$ cat src/timer_one_pkg.sv
`default_nettype none
package timer_one_pkg;

  // ==========================================================
  // Register byte addresses on the 32-bit bus
  localparam logic [7:0] CONTROL_OFFSET    = 8'h10;
  localparam logic [7:0] COUNT_LOW_OFFSET  = 8'h14;
  localparam logic [7:0] COUNT_HIGH_OFFSET = 8'h18;
  localparam logic [7:0] FLAG_OFFSET       = 8'h1C;
  localparam logic [7:0] ENABLE_OFFSET     = 8'h20;
  localparam logic [7:0] PORT_OFFSET       = 8'h24;

  // ==========================================================
  // Control field positions
  localparam int CTL_ON_BIT   = 0;
  localparam int CTL_SRC_BIT  = 1;
  localparam int CTL_SYNC_BIT = 2;
  localparam int CTL_OSC_BIT  = 3;
  localparam int CTL_PS_LSB   = 4;
  localparam logic [7:0] CTL_IMPL_MASK = 8'h3F;

  // Flag, enable and port field positions
  localparam int FLAG_BIT     = 0;
  localparam int IRQEN_BIT    = 0;
  localparam int PORT_DIR_LSB = 0;
  localparam int PORT_OUT_LSB = 4;

  // ==========================================================
  // Values after reset, and the count maximum
  localparam logic [7:0]  CONTROL_RESET = 8'h00;
  localparam logic [15:0] COUNT_RESET   = 16'h0000;
  localparam logic [15:0] COUNT_MAX     = 16'hFFFF;
  localparam logic [7:0]  PORT_RESET    = 8'h03;
  localparam logic [31:0] BUS_ZERO      = 32'h0000_0000;

  // ==========================================================
  // Last core clock of each four-clock instruction cycle; prescaler reset value
  localparam logic [1:0] INSTR_LAST = 2'h3;
  localparam logic [2:0] PRESC_RESET = 3'h0;

endpackage
`default_nettype wire

$ cat src/count_prescaler.sv
`timescale 1ns/100ps
`default_nettype none
module count_prescaler (
  input  wire logic       clk_i,
  input  wire logic       rst_i,
  input  wire logic       clr_i,
  input  wire logic       evt_i,
  input  wire logic       lvl_i,
  input  wire logic [1:0] ratio_i,
  output logic            pulse_o,
  output logic            level_o
);

  logic [2:0] cnt;
  logic [2:0] next_cnt;
  logic [2:0] mask;

  // Ones in the low bits that must be full before a pulse
  function automatic logic [2:0] ratio_mask(input logic [1:0] r);
    ratio_mask = 3'h0;
    if (r == 2'h1) ratio_mask = 3'h1;
    else if (r == 2'h2) ratio_mask = 3'h3;
    else if (r == 2'h3) ratio_mask = 3'h7;
  endfunction

  // ==========================================================
  // Divide chain: 1:1, 1:2, 1:4, 1:8
  always_comb begin
    mask     = ratio_mask(ratio_i);
    next_cnt = cnt;
    if (clr_i) next_cnt = timer_one_pkg::PRESC_RESET;
    else if (evt_i) next_cnt = cnt + 3'h1;
    pulse_o = evt_i && !clr_i && ((cnt & mask) == mask);
    // Symmetric level output for the resynchronising path
    if (ratio_i == 2'h0) level_o = lvl_i;
    else level_o = cnt[ratio_i - 2'h1];
  end

  always_ff @(posedge clk_i) begin
    if (rst_i) cnt <= timer_one_pkg::PRESC_RESET;
    else cnt <= next_cnt;
  end

endmodule
`default_nettype wire

$ cat src/sixteen_bit_timer_counter.sv
// Overview of operation
// - Count is sixteen bits, two byte registers, both readable and writable.
// - Counts up from 0000h to FFFFh, then wraps to zero.
// - Wrap from maximum latches the overflow flag until software clears it.
// - Interrupt request passes only while the enable bit is set.
// - Source select bit: one counts pin edges, zero the instruction clock.
// - Timer mode steps once per prescaled instruction cycle; sync bit has no effect.
// - Counter mode steps once per prescaled rising edge of the pin.
// - On bit lets counting happen; cleared, the count stays frozen.
// - Prescale field picks 1:1, 1:2, 1:4 or 1:8.
// - Oscillator enable bit runs the low-power oscillator or shuts it off.
// - With external source, sync bit set skips synchronising, clear uses it.
// - Internal source ignores the sync bit entirely.
// - Reset input from either compare unit clears the count.
// - Oscillator enabled forces both oscillator pins to inputs.
// - Control bits 7 and 6 ignore writes and read as zero.
// - Counter mode uses oscillator pin if enabled, else clock pin.
// - Sync-mode resynchronising happens after the prescaler; both pins are also two-flop synchronised before it.
// - Compare-unit reset never sets the overflow flag.
//
// Register access over Wishbone was decided locally.
`timescale 1ns/100ps
`default_nettype none
module sixteen_bit_timer_counter #(
  parameter bit FORCE_BOTH_PINS = 1'b1
) (
  input  wire logic        clk_i,
  input  wire logic        rst_i,
  input  wire logic        cyc_i,
  input  wire logic        stb_i,
  input  wire logic        we_i,
  input  wire logic [7:0]  adr_i,
  input  wire logic [3:0]  sel_i,
  input  wire logic [31:0] dat_i,
  output logic      [31:0] dat_o,
  output logic             ack_o,
  input  wire logic [1:0]  cmp_reset_i,
  input  wire logic        osc_input_pin_i,
  output logic             osc_input_pin_o,
  output logic             osc_input_pin_oe_n_o,
  input  wire logic        count_clock_pin_i,
  output logic             count_clock_pin_o,
  output logic             count_clock_pin_oe_n_o,
  output logic             osc_run_o,
  output logic             irq_o
);

  // ==========================================================
  // State
  logic [7:0]  control;
  logic [15:0] wide_count;
  logic        overflow_flag;
  logic        overflow_irq_enable;
  logic [7:0]  port_reg;
  // Core clocks within the current instruction cycle
  logic [1:0]  instr_cnt;
  logic        ext_prev;
  logic        lvl_prev;

  // Next values, one for each register above and one for each output flop except the two pin data flops
  logic [7:0]  next_control;
  logic [15:0] next_count;
  logic        next_flag;
  logic        next_irq_enable;
  logic [7:0]  next_port;
  logic [1:0]  next_instr_cnt;
  logic        next_ext_prev;
  logic        next_lvl_prev;
  logic [31:0] next_dat;
  logic        next_ack;
  logic        next_irq;
  logic        next_osc_run;
  logic        next_osc_in_oe_n;
  logic        next_clk_pin_oe_n;

  // ==========================================================
  // Decoded control fields
  logic       counter_on;
  logic       source_select;
  logic       sync_disable;
  logic       osc_enable;
  logic [1:0] prescale_field;

  // Bits 7:6 never reach the register, so they always read back as zero
  assign counter_on     = control[timer_one_pkg::CTL_ON_BIT];
  assign source_select  = control[timer_one_pkg::CTL_SRC_BIT];
  assign sync_disable   = control[timer_one_pkg::CTL_SYNC_BIT];
  assign osc_enable     = control[timer_one_pkg::CTL_OSC_BIT];
  assign prescale_field = control[timer_one_pkg::CTL_PS_LSB +: 2];

  // ==========================================================
  // Bus request decode
  logic req;
  logic wr;
  logic wr_ctl;
  logic wr_low;
  logic wr_high;
  logic wr_flag;
  logic wr_en;
  logic wr_port;

  // Only byte lane 0 carries data; a write with that lane off is acked and dropped
  // Address must hold while the request stands, or the strobe lands elsewhere
  // One answer per request; the cycle in which ack is high takes no request, which blocks a repeat
  assign req     = cyc_i && stb_i && !ack_o;
  assign wr      = req && we_i && sel_i[0];
  assign wr_ctl  = wr && (adr_i == timer_one_pkg::CONTROL_OFFSET);
  assign wr_low  = wr && (adr_i == timer_one_pkg::COUNT_LOW_OFFSET);
  assign wr_high = wr && (adr_i == timer_one_pkg::COUNT_HIGH_OFFSET);
  assign wr_flag = wr && (adr_i == timer_one_pkg::FLAG_OFFSET);
  assign wr_en   = wr && (adr_i == timer_one_pkg::ENABLE_OFFSET);
  assign wr_port = wr && (adr_i == timer_one_pkg::PORT_OFFSET);

  // ==========================================================
  // Pin inputs: two flops before anything looks at them
  // Both pins are asynchronous; the second flop gives the first a cycle to settle
  logic [1:0] pin_s;

  sync_two_flop #(
    .WIDTH (2)
  ) pin_sync (
    .clk_i (clk_i),
    .rst_i (rst_i),
    .d_i   ({count_clock_pin_i, osc_input_pin_i}),
    .q_o   (pin_s)
  );

  // ==========================================================
  // Count source and prescaler
  logic ext_level;
  logic ext_rise;
  logic instr_tick;
  logic presc_evt;
  logic presc_clr;
  logic presc_pulse;
  logic presc_level;
  logic cmp_reset;

  // A pin pulse shorter than one clock can slip between samples and be lost
  // Oscillator pin carries the edges when the oscillator runs
  assign ext_level  = osc_enable ? pin_s[0] : pin_s[1];
  assign ext_rise   = ext_level && !ext_prev;
  assign instr_tick = (instr_cnt == timer_one_pkg::INSTR_LAST);
  // Stopped timer also holds the prescaler still
  assign presc_evt  = counter_on && (source_select ? ext_rise : instr_tick);
  assign cmp_reset  = |cmp_reset_i;
  // Any count write or compare reset restarts the prescaler from zero
  assign presc_clr  = cmp_reset || wr_low || wr_high;

  count_prescaler presc (
    .clk_i   (clk_i),
    .rst_i   (rst_i),
    .clr_i   (presc_clr),
    .evt_i   (presc_evt),
    .lvl_i   (ext_level),
    .ratio_i (prescale_field),
    .pulse_o (presc_pulse),
    .level_o (presc_level)
  );

  // ==========================================================
  // Resynchronising after the prescaler, as the sync mode does
  logic lvl_s;
  logic sync_rise;

  sync_two_flop #(
    .WIDTH (1)
  ) lvl_sync (
    .clk_i (clk_i),
    .rst_i (rst_i),
    .d_i   (presc_level),
    .q_o   (lvl_s)
  );

  // Two cycles of extra latency buy a clean edge from a level
  assign sync_rise = lvl_s && !lvl_prev;

  // ==========================================================
  // Increment select
  logic inc;
  logic overflow;

  // Async mode counts the prescaler pulse directly, two cycles sooner at 1:1
  // Unsynchronised mode skips two flops of latency; the sync bit is
  // consulted only for the external source
  always_comb begin
    inc = 1'b0;
    if (counter_on) begin
      if (!source_select) inc = presc_pulse;
      else if (sync_disable) inc = presc_pulse;
      else inc = sync_rise;
    end
  end

  // Trade-off: a wrap that meets a load or compare reset is dropped, not half-seen
  // A loaded or reset count never reports a wrap
  assign overflow = inc && (wide_count == timer_one_pkg::COUNT_MAX)
                    && !cmp_reset && !wr_low && !wr_high;

  // ==========================================================
  // Count, flag and register next values
  always_comb begin
    next_instr_cnt = instr_cnt + 2'h1;
    next_ext_prev  = ext_level;
    next_lvl_prev  = lvl_s;
    // Later lines win: increment, then compare reset, then byte writes
    next_count     = wide_count;
    if (inc) next_count = wide_count + 16'h0001;
    if (cmp_reset) next_count = timer_one_pkg::COUNT_RESET;
    if (wr_low) next_count[7:0] = dat_i[7:0];
    if (wr_high) next_count[15:8] = dat_i[7:0];
    next_flag = overflow_flag;
    if (wr_flag) next_flag = dat_i[timer_one_pkg::FLAG_BIT];
    // Set beats a same-cycle clear
    if (overflow) next_flag = 1'b1;
    next_control = control;
    if (wr_ctl) next_control = dat_i[7:0] & timer_one_pkg::CTL_IMPL_MASK;
    next_irq_enable = overflow_irq_enable;
    if (wr_en) next_irq_enable = dat_i[timer_one_pkg::IRQEN_BIT];
    next_port = port_reg;
    if (wr_port) next_port = dat_i[7:0];
  end

  // ==========================================================
  // Outputs, all from flops
  always_comb begin
    // Built from next values so each output flop lands with its register
    next_ack     = req;
    next_irq     = next_flag && next_irq_enable;
    next_osc_run = next_control[timer_one_pkg::CTL_OSC_BIT];
    // Its direction bit or a running oscillator makes the pin an input
    next_osc_in_oe_n = next_port[timer_one_pkg::PORT_DIR_LSB]
                       || next_osc_run;
    next_clk_pin_oe_n = next_port[timer_one_pkg::PORT_DIR_LSB + 1];
    // Older parts leave the clock pin to its direction bit
    if (FORCE_BOTH_PINS && next_osc_run) next_clk_pin_oe_n = 1'b1;
  end

  // ==========================================================
  // Read data mux; unmapped addresses answer zero
  // No latch between the bytes: a running count may tear across two reads
  always_comb begin
    next_dat = timer_one_pkg::BUS_ZERO;
    if (!req || we_i) begin
      next_dat = timer_one_pkg::BUS_ZERO;
    end else if (adr_i == timer_one_pkg::CONTROL_OFFSET) begin
      next_dat[7:0] = control & timer_one_pkg::CTL_IMPL_MASK;
    end else if (adr_i == timer_one_pkg::COUNT_LOW_OFFSET) begin
      next_dat[7:0] = wide_count[7:0];
    end else if (adr_i == timer_one_pkg::COUNT_HIGH_OFFSET) begin
      next_dat[7:0] = wide_count[15:8];
    end else if (adr_i == timer_one_pkg::FLAG_OFFSET) begin
      next_dat[timer_one_pkg::FLAG_BIT] = overflow_flag;
    end else if (adr_i == timer_one_pkg::ENABLE_OFFSET) begin
      next_dat[timer_one_pkg::IRQEN_BIT] = overflow_irq_enable;
    end else if (adr_i == timer_one_pkg::PORT_OFFSET) begin
      next_dat[7:0] = port_reg;
    end
  end

  // ==========================================================
  // Register update
  // Reset leaves both pins as inputs and the timer stopped
  always_ff @(posedge clk_i) begin
    if (rst_i) begin
      control                <= timer_one_pkg::CONTROL_RESET;
      wide_count             <= timer_one_pkg::COUNT_RESET;
      overflow_flag          <= 1'b0;
      overflow_irq_enable    <= 1'b0;
      port_reg               <= timer_one_pkg::PORT_RESET;
      instr_cnt              <= 2'h0;
      ext_prev               <= 1'b0;
      lvl_prev               <= 1'b0;
      dat_o                  <= timer_one_pkg::BUS_ZERO;
      ack_o                  <= 1'b0;
      irq_o                  <= 1'b0;
      osc_run_o              <= 1'b0;
      osc_input_pin_o        <= 1'b0;
      osc_input_pin_oe_n_o   <= 1'b1;
      count_clock_pin_o      <= 1'b0;
      count_clock_pin_oe_n_o <= 1'b1;
    end else begin
      control                <= next_control;
      wide_count             <= next_count;
      overflow_flag          <= next_flag;
      overflow_irq_enable    <= next_irq_enable;
      port_reg               <= next_port;
      instr_cnt              <= next_instr_cnt;
      ext_prev               <= next_ext_prev;
      lvl_prev               <= next_lvl_prev;
      dat_o                  <= next_dat;
      ack_o                  <= next_ack;
      irq_o                  <= next_irq;
      osc_run_o              <= next_osc_run;
      // Pin data follows the port register; oe_n decides whether it drives
      osc_input_pin_o        <= next_port[timer_one_pkg::PORT_OUT_LSB];
      osc_input_pin_oe_n_o   <= next_osc_in_oe_n;
      count_clock_pin_o      <= next_port[timer_one_pkg::PORT_OUT_LSB + 1];
      count_clock_pin_oe_n_o <= next_clk_pin_oe_n;
    end
  end

endmodule
`default_nettype wire

$ cat src/sync_two_flop.sv
`timescale 1ns/100ps
`default_nettype none
module sync_two_flop #(
  parameter int WIDTH = 1
) (
  input  wire logic             clk_i,
  input  wire logic             rst_i,
  input  wire logic [WIDTH-1:0] d_i,
  output var  logic [WIDTH-1:0] q_o
);

  logic [WIDTH-1:0] meta;
  logic [WIDTH-1:0] next_meta;
  logic [WIDTH-1:0] next_q;

  // ==========================================================
  // First stage feeds only the second
  always_comb begin
    next_meta = d_i;
    next_q    = meta;
  end

  always_ff @(posedge clk_i) begin
    if (rst_i) begin
      meta <= '0;
      q_o  <= '0;
    end else begin
      meta <= next_meta;
      q_o  <= next_q;
    end
  end

endmodule
`default_nettype wire

$ cat config.mk
export PLATFORM = sky130hd
export DESIGN_NAME = sixteen_bit_timer_counter
export DESIGN_NICKNAME = d
export VERILOG_FILES = /design/src/timer_one_pkg.sv /design/src/count_prescaler.sv /design/src/sixteen_bit_timer_counter.sv /design/src/sync_two_flop.sv
export SDC_FILE = /design/constraint.sdc
export NUM_CORES = 1
export LEC_CHECK = 0
export BUFFER_PORTS_ARGS = -buffer_cell sky130_fd_sc_hd__buf_4
export CORE_ASPECT_RATIO = 1.25
export CORE_MARGIN = 2
export CORE_UTILIZATION = 25
export DETAILED_ROUTE_END_ITERATION = 10
export GPL_TIMING_DRIVEN = 0
export HOLD_SLACK_MARGIN = 0.1
export PLACE_DENSITY = 0.54
export SLEW_MARGIN = 20
export SYNTH_ARGS = -nofsm -noshare
export SYNTH_HDL_FRONTEND = slang
export SYNTH_HIERARCHICAL = 1
export SYNTH_SLANG_ARGS = --single-unit
$ cat constraint.sdc
create_clock -name clk_i -period 2.6 [get_ports clk_i]
set_input_delay 0.13 -clock clk_i [delete_from_list [all_inputs] [get_ports clk_i]]
set_output_delay 0.13 -clock clk_i [all_outputs]
set_load 0.01 [all_outputs]
Word level (Yosys, flattened, before mapping) --
Index checks and enable logic that the tools add are counted.
Storage, ports and cells: word-level logic and storage cells 111, register bits after elaboration 83
Cells by class: reduce and logical (&&, ||, !) cells 40, mux-type cells 28, $add $sub $neg 4, magnitude comparators 1, eq/ne operators 12, bitwise gates (word level) 1
Operators by type and width (number):
- 8-bit two-way mux | 5
- 8-bit by 5-bit == test with 1-bit output (second input constant) | 4
- 16-bit two-way mux | 2
- 1-bit logical AND | 20
- 16-bit by 1-bit adder with 16-bit output (second input constant) | 1
- 16-bit == test (second input constant) | 1
- 8-bit by 6-bit == test with 1-bit output (second input constant) | 2
- 7-bit two-way mux | 2
- 1-bit two-way mux | 12
- 6-bit two-way mux | 2
- 3-bit two-way mux | 3
- 1-bit zero test | 8
- 2-bit OR reduction | 4
- 2-bit == test (second input constant) | 3
- 3-bit nonzero test | 2
- 1-bit logical OR | 4
- 4-bit two-way mux | 1
- 3-bit by 1-bit adder with 3-bit output (second input constant) | 1
- 3-bit bitwise AND | 1
- 3-bit == test | 1
- 2-bit by 3-bit less-than comparator with 1-bit output (second input constant) | 1
- 3-bit OR reduction | 1
- 2-bit by 1-bit adder with 2-bit output (second input constant) | 1
- 1-bit binary-select mux with 2-bit select | 1
- other kinds (3) | 3

Logic depth before layout (Yosys ltp) --
depth in word-level cells 19, gate-level depth with buffers 10

Cells and area by module --
The synthesis kept the hierarchy.
By module, submodules not included:
- sixteen_bit_timer_counter | times used 1, area each 2756.4 sq um, cells each 319, sequential area each 960.9 sq um
- count_prescaler | times used 1, area each 255.2 sq um, cells each 28, sequential area each 60.1 sq um
- sync_two_flop at pin_sync | times used 1, area each 105.1 sq um, cells each 8, sequential area each 80.1 sq um
- sync_two_flop at lvl_sync | times used 1, area each 52.6 sq um, cells each 4, sequential area each 40.0 sq um

Least setup slack after synthesis --
Ideal clock, no wire load.
path type input to register, start point in adr_i[5], end point reg wide_count[7], arrival time 2.400 ns, slack 0.113 ns, stages on the path 9, data required time 2.514 ns, buffers on the path 2, library setup time 0.086 ns, path through or4b_4 > buf_6 > o31ai_1 > nor4b_2 > mux2_2 > clkbuf_1 > nand3_1 > o21ai_0 > a221oi_2
On the way: longest elaborated chain between the ends 11
Ends and longest elaborated chain:
- start, declared | RTL line sixteen_bit_timer_counter.sv:32 | input wire logic [7:0] adr_i,
- 8-bit by 5-bit == test with 1-bit output | RTL line sixteen_bit_timer_counter.sv:108 | assign wr_low = wr && (adr_i == timer_one_pkg::COUNT_LOW_OFFSET);
- 1-bit logical AND | RTL line sixteen_bit_timer_counter.sv:108
- 1-bit logical OR | RTL line sixteen_bit_timer_counter.sv:148 | assign presc_clr = cmp_reset || wr_low || wr_high;
- 1-bit logical OR (*) | RTL line sixteen_bit_timer_counter.sv:148
- named net presc_clr | RTL line sixteen_bit_timer_counter.sv:134 | logic presc_clr;
- 1-bit zero test (*) | RTL line count_prescaler.sv:33 | pulse_o = evt_i && !clr_i && ((cnt & mask) == mask);
- 1-bit logical AND (*) (2 in series) | RTL line count_prescaler.sv:33
- named net presc_pulse | RTL line sixteen_bit_timer_counter.sv:135 | logic presc_pulse;
- 1-bit two-way mux | RTL line sixteen_bit_timer_counter.sv:190 | else if (sync_disable) inc = presc_pulse;
- 1-bit two-way mux (*) | RTL line sixteen_bit_timer_counter.sv:189 | if (!source_select) inc = presc_pulse;
- 1-bit two-way mux (*) | RTL line sixteen_bit_timer_counter.sv:188 | if (counter_on) begin
- 3-bit nonzero test (no line) (*)
- end signal, assigned | RTL line sixteen_bit_timer_counter.sv:267 | wide_count <= timer_one_pkg::COUNT_RESET;
- end signal, assigned | RTL line sixteen_bit_timer_counter.sv:284 | wide_count <= next_count;
- end, declared | RTL line sixteen_bit_timer_counter.sv:51 | logic [15:0] wide_count;
The timed path passes the listed nets; every way through them passes the cells marked *. A chain may end at the register's enable or synchronous reset.

Worst setup path after layout --
start point reg ack_o, end point reg wide_count[7]
On the way: longest elaborated chain between the ends 14
Ends and longest elaborated chain:
- start, declared | RTL line sixteen_bit_timer_counter.sv:36 | output logic ack_o,
- start signal, assigned | RTL line sixteen_bit_timer_counter.sv:292 | ack_o <= next_ack;
- 1-bit zero test (*) | RTL line sixteen_bit_timer_counter.sv:105 | assign req = cyc_i && stb_i && !ack_o;
- 1-bit logical AND (*) | RTL line sixteen_bit_timer_counter.sv:105
- 1-bit logical AND (*) (2 in series) | RTL line sixteen_bit_timer_counter.sv:106 | assign wr = req && we_i && sel_i[0];
- 1-bit logical AND | RTL line sixteen_bit_timer_counter.sv:108
- 1-bit logical OR | RTL line sixteen_bit_timer_counter.sv:148
- 1-bit logical OR (*) | RTL line sixteen_bit_timer_counter.sv:148
- named net presc_clr | RTL line sixteen_bit_timer_counter.sv:134
- 1-bit zero test (*) | RTL line count_prescaler.sv:33
- 1-bit logical AND (*) (2 in series) | RTL line count_prescaler.sv:33
- named net presc_pulse | RTL line sixteen_bit_timer_counter.sv:135
- 1-bit two-way mux | RTL line sixteen_bit_timer_counter.sv:190
- 1-bit two-way mux (*) | RTL line sixteen_bit_timer_counter.sv:189
- 1-bit two-way mux (*) | RTL line sixteen_bit_timer_counter.sv:188
- 3-bit nonzero test (no line) (*)
Marks and branches as above.

==> run_results.csv <==
group,metric,value,unit
sta,skew,8.439,ps
sta,fmaxAchievable,410.7,MHz
cells_and_area,fin_nets,507,
yosys,syn_area,0.003169,mm2
power,powerDensity,564.5,mW/mm2
worst_hold_path,holdPathEnd,"wide_count[5]$_SDFFE_PP0P_",
yosys,netlist_top_cells_count,"dfxtp_1 (57), nor2_1 (34), nand2_1 (26)",
floorplan,coreArea,0.01255,mm2
floorplan,std_cell_rows,46,
cells_and_area,syn_to_final_growth,35.37,%
floorplan,die_y,129.9,um
drt,routed_via_density,4.760,
power,ir_drop,231.0,uV
yosys,syn_inst,359,
yosys,synthTopCellsByArea,"dfxtp_1 (36%), mux2i_1 (6.6%), buf_4 (5.7%)",
drt,num_vias,2951,
yosys,synth-main-ff-cell,"dfxtp_1",
clock_network,cts_tree,"done",
drt,routed_wl,9473,um
worst_setup_path,critical_path_class,"reg -> reg",
place,place_area,0.003766,mm2
grt,grt_pass1_vias,2811,
worst_setup_path,crit_slowest_cell,"o31ai_4",
cells_and_area,nFillCells,1317,
drt,drt_iter0_drc,136,
grt,antenna_found_initial,0,
place,place.gp.congestion,0.9546,
yosys,async_flop_share,0,%
grt,gr-total-overflow,0,
worst_setup_path,path_cells,"and3b_1, nand2_1, o31ai_4, nor4b_4, mux2_2, clkbuf_2, nand3_2, o21ai_0, a221oi_2",
clock_network,clkLatencyLatePin,340,ps
clock_network,numCtsBuffers,9,
yosys,synth_area_per_cell,8.828,um2
cells_and_area,drive_gt1_share,25.66,%
clock_network,ctsHtreeMaxLevel,3,
clock_network,clkSlewWorstSetupHoldPaths,50,ps
clock_network,clock_sinks,57,
sta,layout_min_cycle_time,2435,ps
drt,ant_nets,0,
floorplan,initial_core_util,25.26,%
sta,relSlewSlack,48.02,%
grt,grtUsageTotal,14.10,%
worst_setup_path,worstPathArrival,2680,ps
drt,drc,0,
power,cellLeakagePower,0.001602,uW
clock_network,root_buffer,"clkbuf_16",
worst_setup_path,cp_data_required_time,2850,ps
worst_hold_path,hold_path_class,"in -> reg",
yosys,yosysSeqAreaShare,36.00,%
worst_setup_path,cpPeakStageDelay,420,ps
yosys,synth_edf_count,0,
drt,wl_per_cell,15.28,um
sta,setup_violations,0,
worst_setup_path,crit_path_start_kind,"flip-flop",
yosys,synth_warnings,6,
worst_setup_path,r2r_start,"ack_o$_SDFF_PP0_",
status,status,"finished, final reports clean",
sta,min_period_over_period,93.66,%
sta,tightest_slew,769.6,ps
cells_and_area,largest_register_ffs,16,
sta,fin_tns_setup,0,ps
worst_setup_path,ff2ff_setup_slack,160,ps
yosys,ys_seq_elements,57,
cells_and_area,final_core_util,34.19,%
floorplan,num_io_pins,92,
worst_setup_path,cp_max_fo,10,
cells_and_area,antennaDiodeCount,0,
worst_setup_path,reg2reg_depth,9,
place,port_buffers,40,
worst_setup_path,end_kind,"flip-flop",
yosys,synth.most_common_cell,"dfxtp_1",
yosys,synth_cell_type_count,67,
run,maxCapViolCount,0,
drt,drtPass1Iterations,5,
sta,hold_viol,0,
sta,rsz0062_at_grt,"no",
place,dpl.hpwl,6975,um
clock_network,clockBufferDepth,2,
power,power.total,2422,uW
worst_hold_path,min_from,"dat_i[5]",
floorplan,dieWidth,104.7,um
floorplan,dieArea,0.01360,mm2
yosys,synth_top_area_cell,"dfxtp_1",
yosys,synth_top_cell_area_share,36.00,%
worst_hold_path,holdPathStages,3,
grt,grt_max_degree,11,
grt,grt_pass1_wl,14690,um
sta,slew_viol_final,0,
cells_and_area,final_cell_area,0.004290,mm2
worst_setup_path,r2r_end,"wide_count[7]$_SDFFE_PP0P_",
[how the worst max path moves through the flow]
stage | depth (start not counted) | to | startpoint
floorplan | 9 | wide_count[7]$_SDFFE_PP0P_ | adr_i[5]
global placement | 10 | wide_count[7]$_SDFFE_PP0P_ | adr_i[1]
detailed placement | 10 | wide_count[7]$_SDFFE_PP0P_ | adr_i[1]
CTS | 10 | wide_count[13]$_SDFFE_PP0P_ | control[3]$_SDFF_PP0_
global route | 9 | wide_count[7]$_SDFFE_PP0P_ | ack_o$_SDFF_PP0_
finish | 9 | wide_count[7]$_SDFFE_PP0P_ | ack_o$_SDFF_PP0_
[through the flow]
stage	setup slack, ps	hold WS [ps]	instances
6_report	164.9	103.7	620
5_1_grt	18.31	104.5	620
4_1_cts	15.55	101.9	617
3_5_place_dp	-748.7	349.6	590
3_3_place_gp	-738.5	350.5	590
2_1_floorplan	113.2	200.9	382
[kinds of logic after synthesis]
kind of cell	count (synthesis)	share of synthesized area (%)
AOI/OAI and AO/OA	71	16.66
xor gates and xnor gates	5	1.382
adders and majority gates	7	2.763
buffers and inverters	52	9.514
DFF	57	36.00
muxes	25	8.054
other	1	0.1183
and+or+nand+nor	141	25.50
[cell type report]
cell class	instances	area (um2)	area share, %
clock inverter	4	73.82	1.721
timing repair buffer	54	432.9	10.09
tap	168	210.2	4.899
inverter	12	45.04	1.050
sequential	57	1142	26.63
multi-input combinational	273	1862	43.39
buffer	40	257.7	6.008
clock buffer	12	266.5	6.212
[placed cells by master (no fill, tap or decap), drive strengths merged, types with 7 or more instances in the layout]
| master | netlist | routed |
|---|---|---|
| clkbuf | 11 | 23 |
| nor3 | 14 | 14 |
| nor2b | 12 | 12 |
| inv | 12 | 12 |
| nor2 | 35 | 35 |
| mux2i | 21 | 21 |
| buf | 29 | 72 |
| dfxtp | 57 | 57 |
| ha | 7 | 7 |
| a211oi | 7 | 7 |
| nand2 | 26 | 26 |
| nand3 | 11 | 11 |
| dlygate4sd3 | 0 | 11 |
| conb | 1 | 24 |
| o21ai | 11 | 11 |
| a21oi | 14 | 14 |
| nand3b | 7 | 7 |
[worst max-delay path, delay by kind of cell, from the launching register on]
family / cells / cell delay [ps]
DFF: 1 / 310
muxes: 1 / 290
AOI/OAI and AO/OA: 3 / 800
buffers and inverters: 1 / 210
and+or+nand+nor: 4 / 740
[report_power, final]
part	internal, uW	switching (uW)	leakage (uW)
Sequential	883	4.72	0.000462
Clock	916	426	0.000169
Combinational	89.2	103	0.000972
[per-layer routing]
layer  vias up  GRT usage (%)  share of wire [%]
li1       1438              -                  -
met1      1370          14.57                 39
met2       123          25.30                 50
met3        20          3.996                6.8
met4         0          9.020                4.4
met5         -              0                  0
[repair_timing]
| action | in CTS | in global routing |
|---|---|---|
| pin swaps | 0 | 2 |
| hold buffers | 11 | 0 |
| setup buffers | 0 | 3 |
| gates resized for setup | 4 | 6 |
| setup endpoints to repair | 18 | 14 |
| hold endpoints to repair | 20 | 0 |
(Power assumes the default switching activity.)
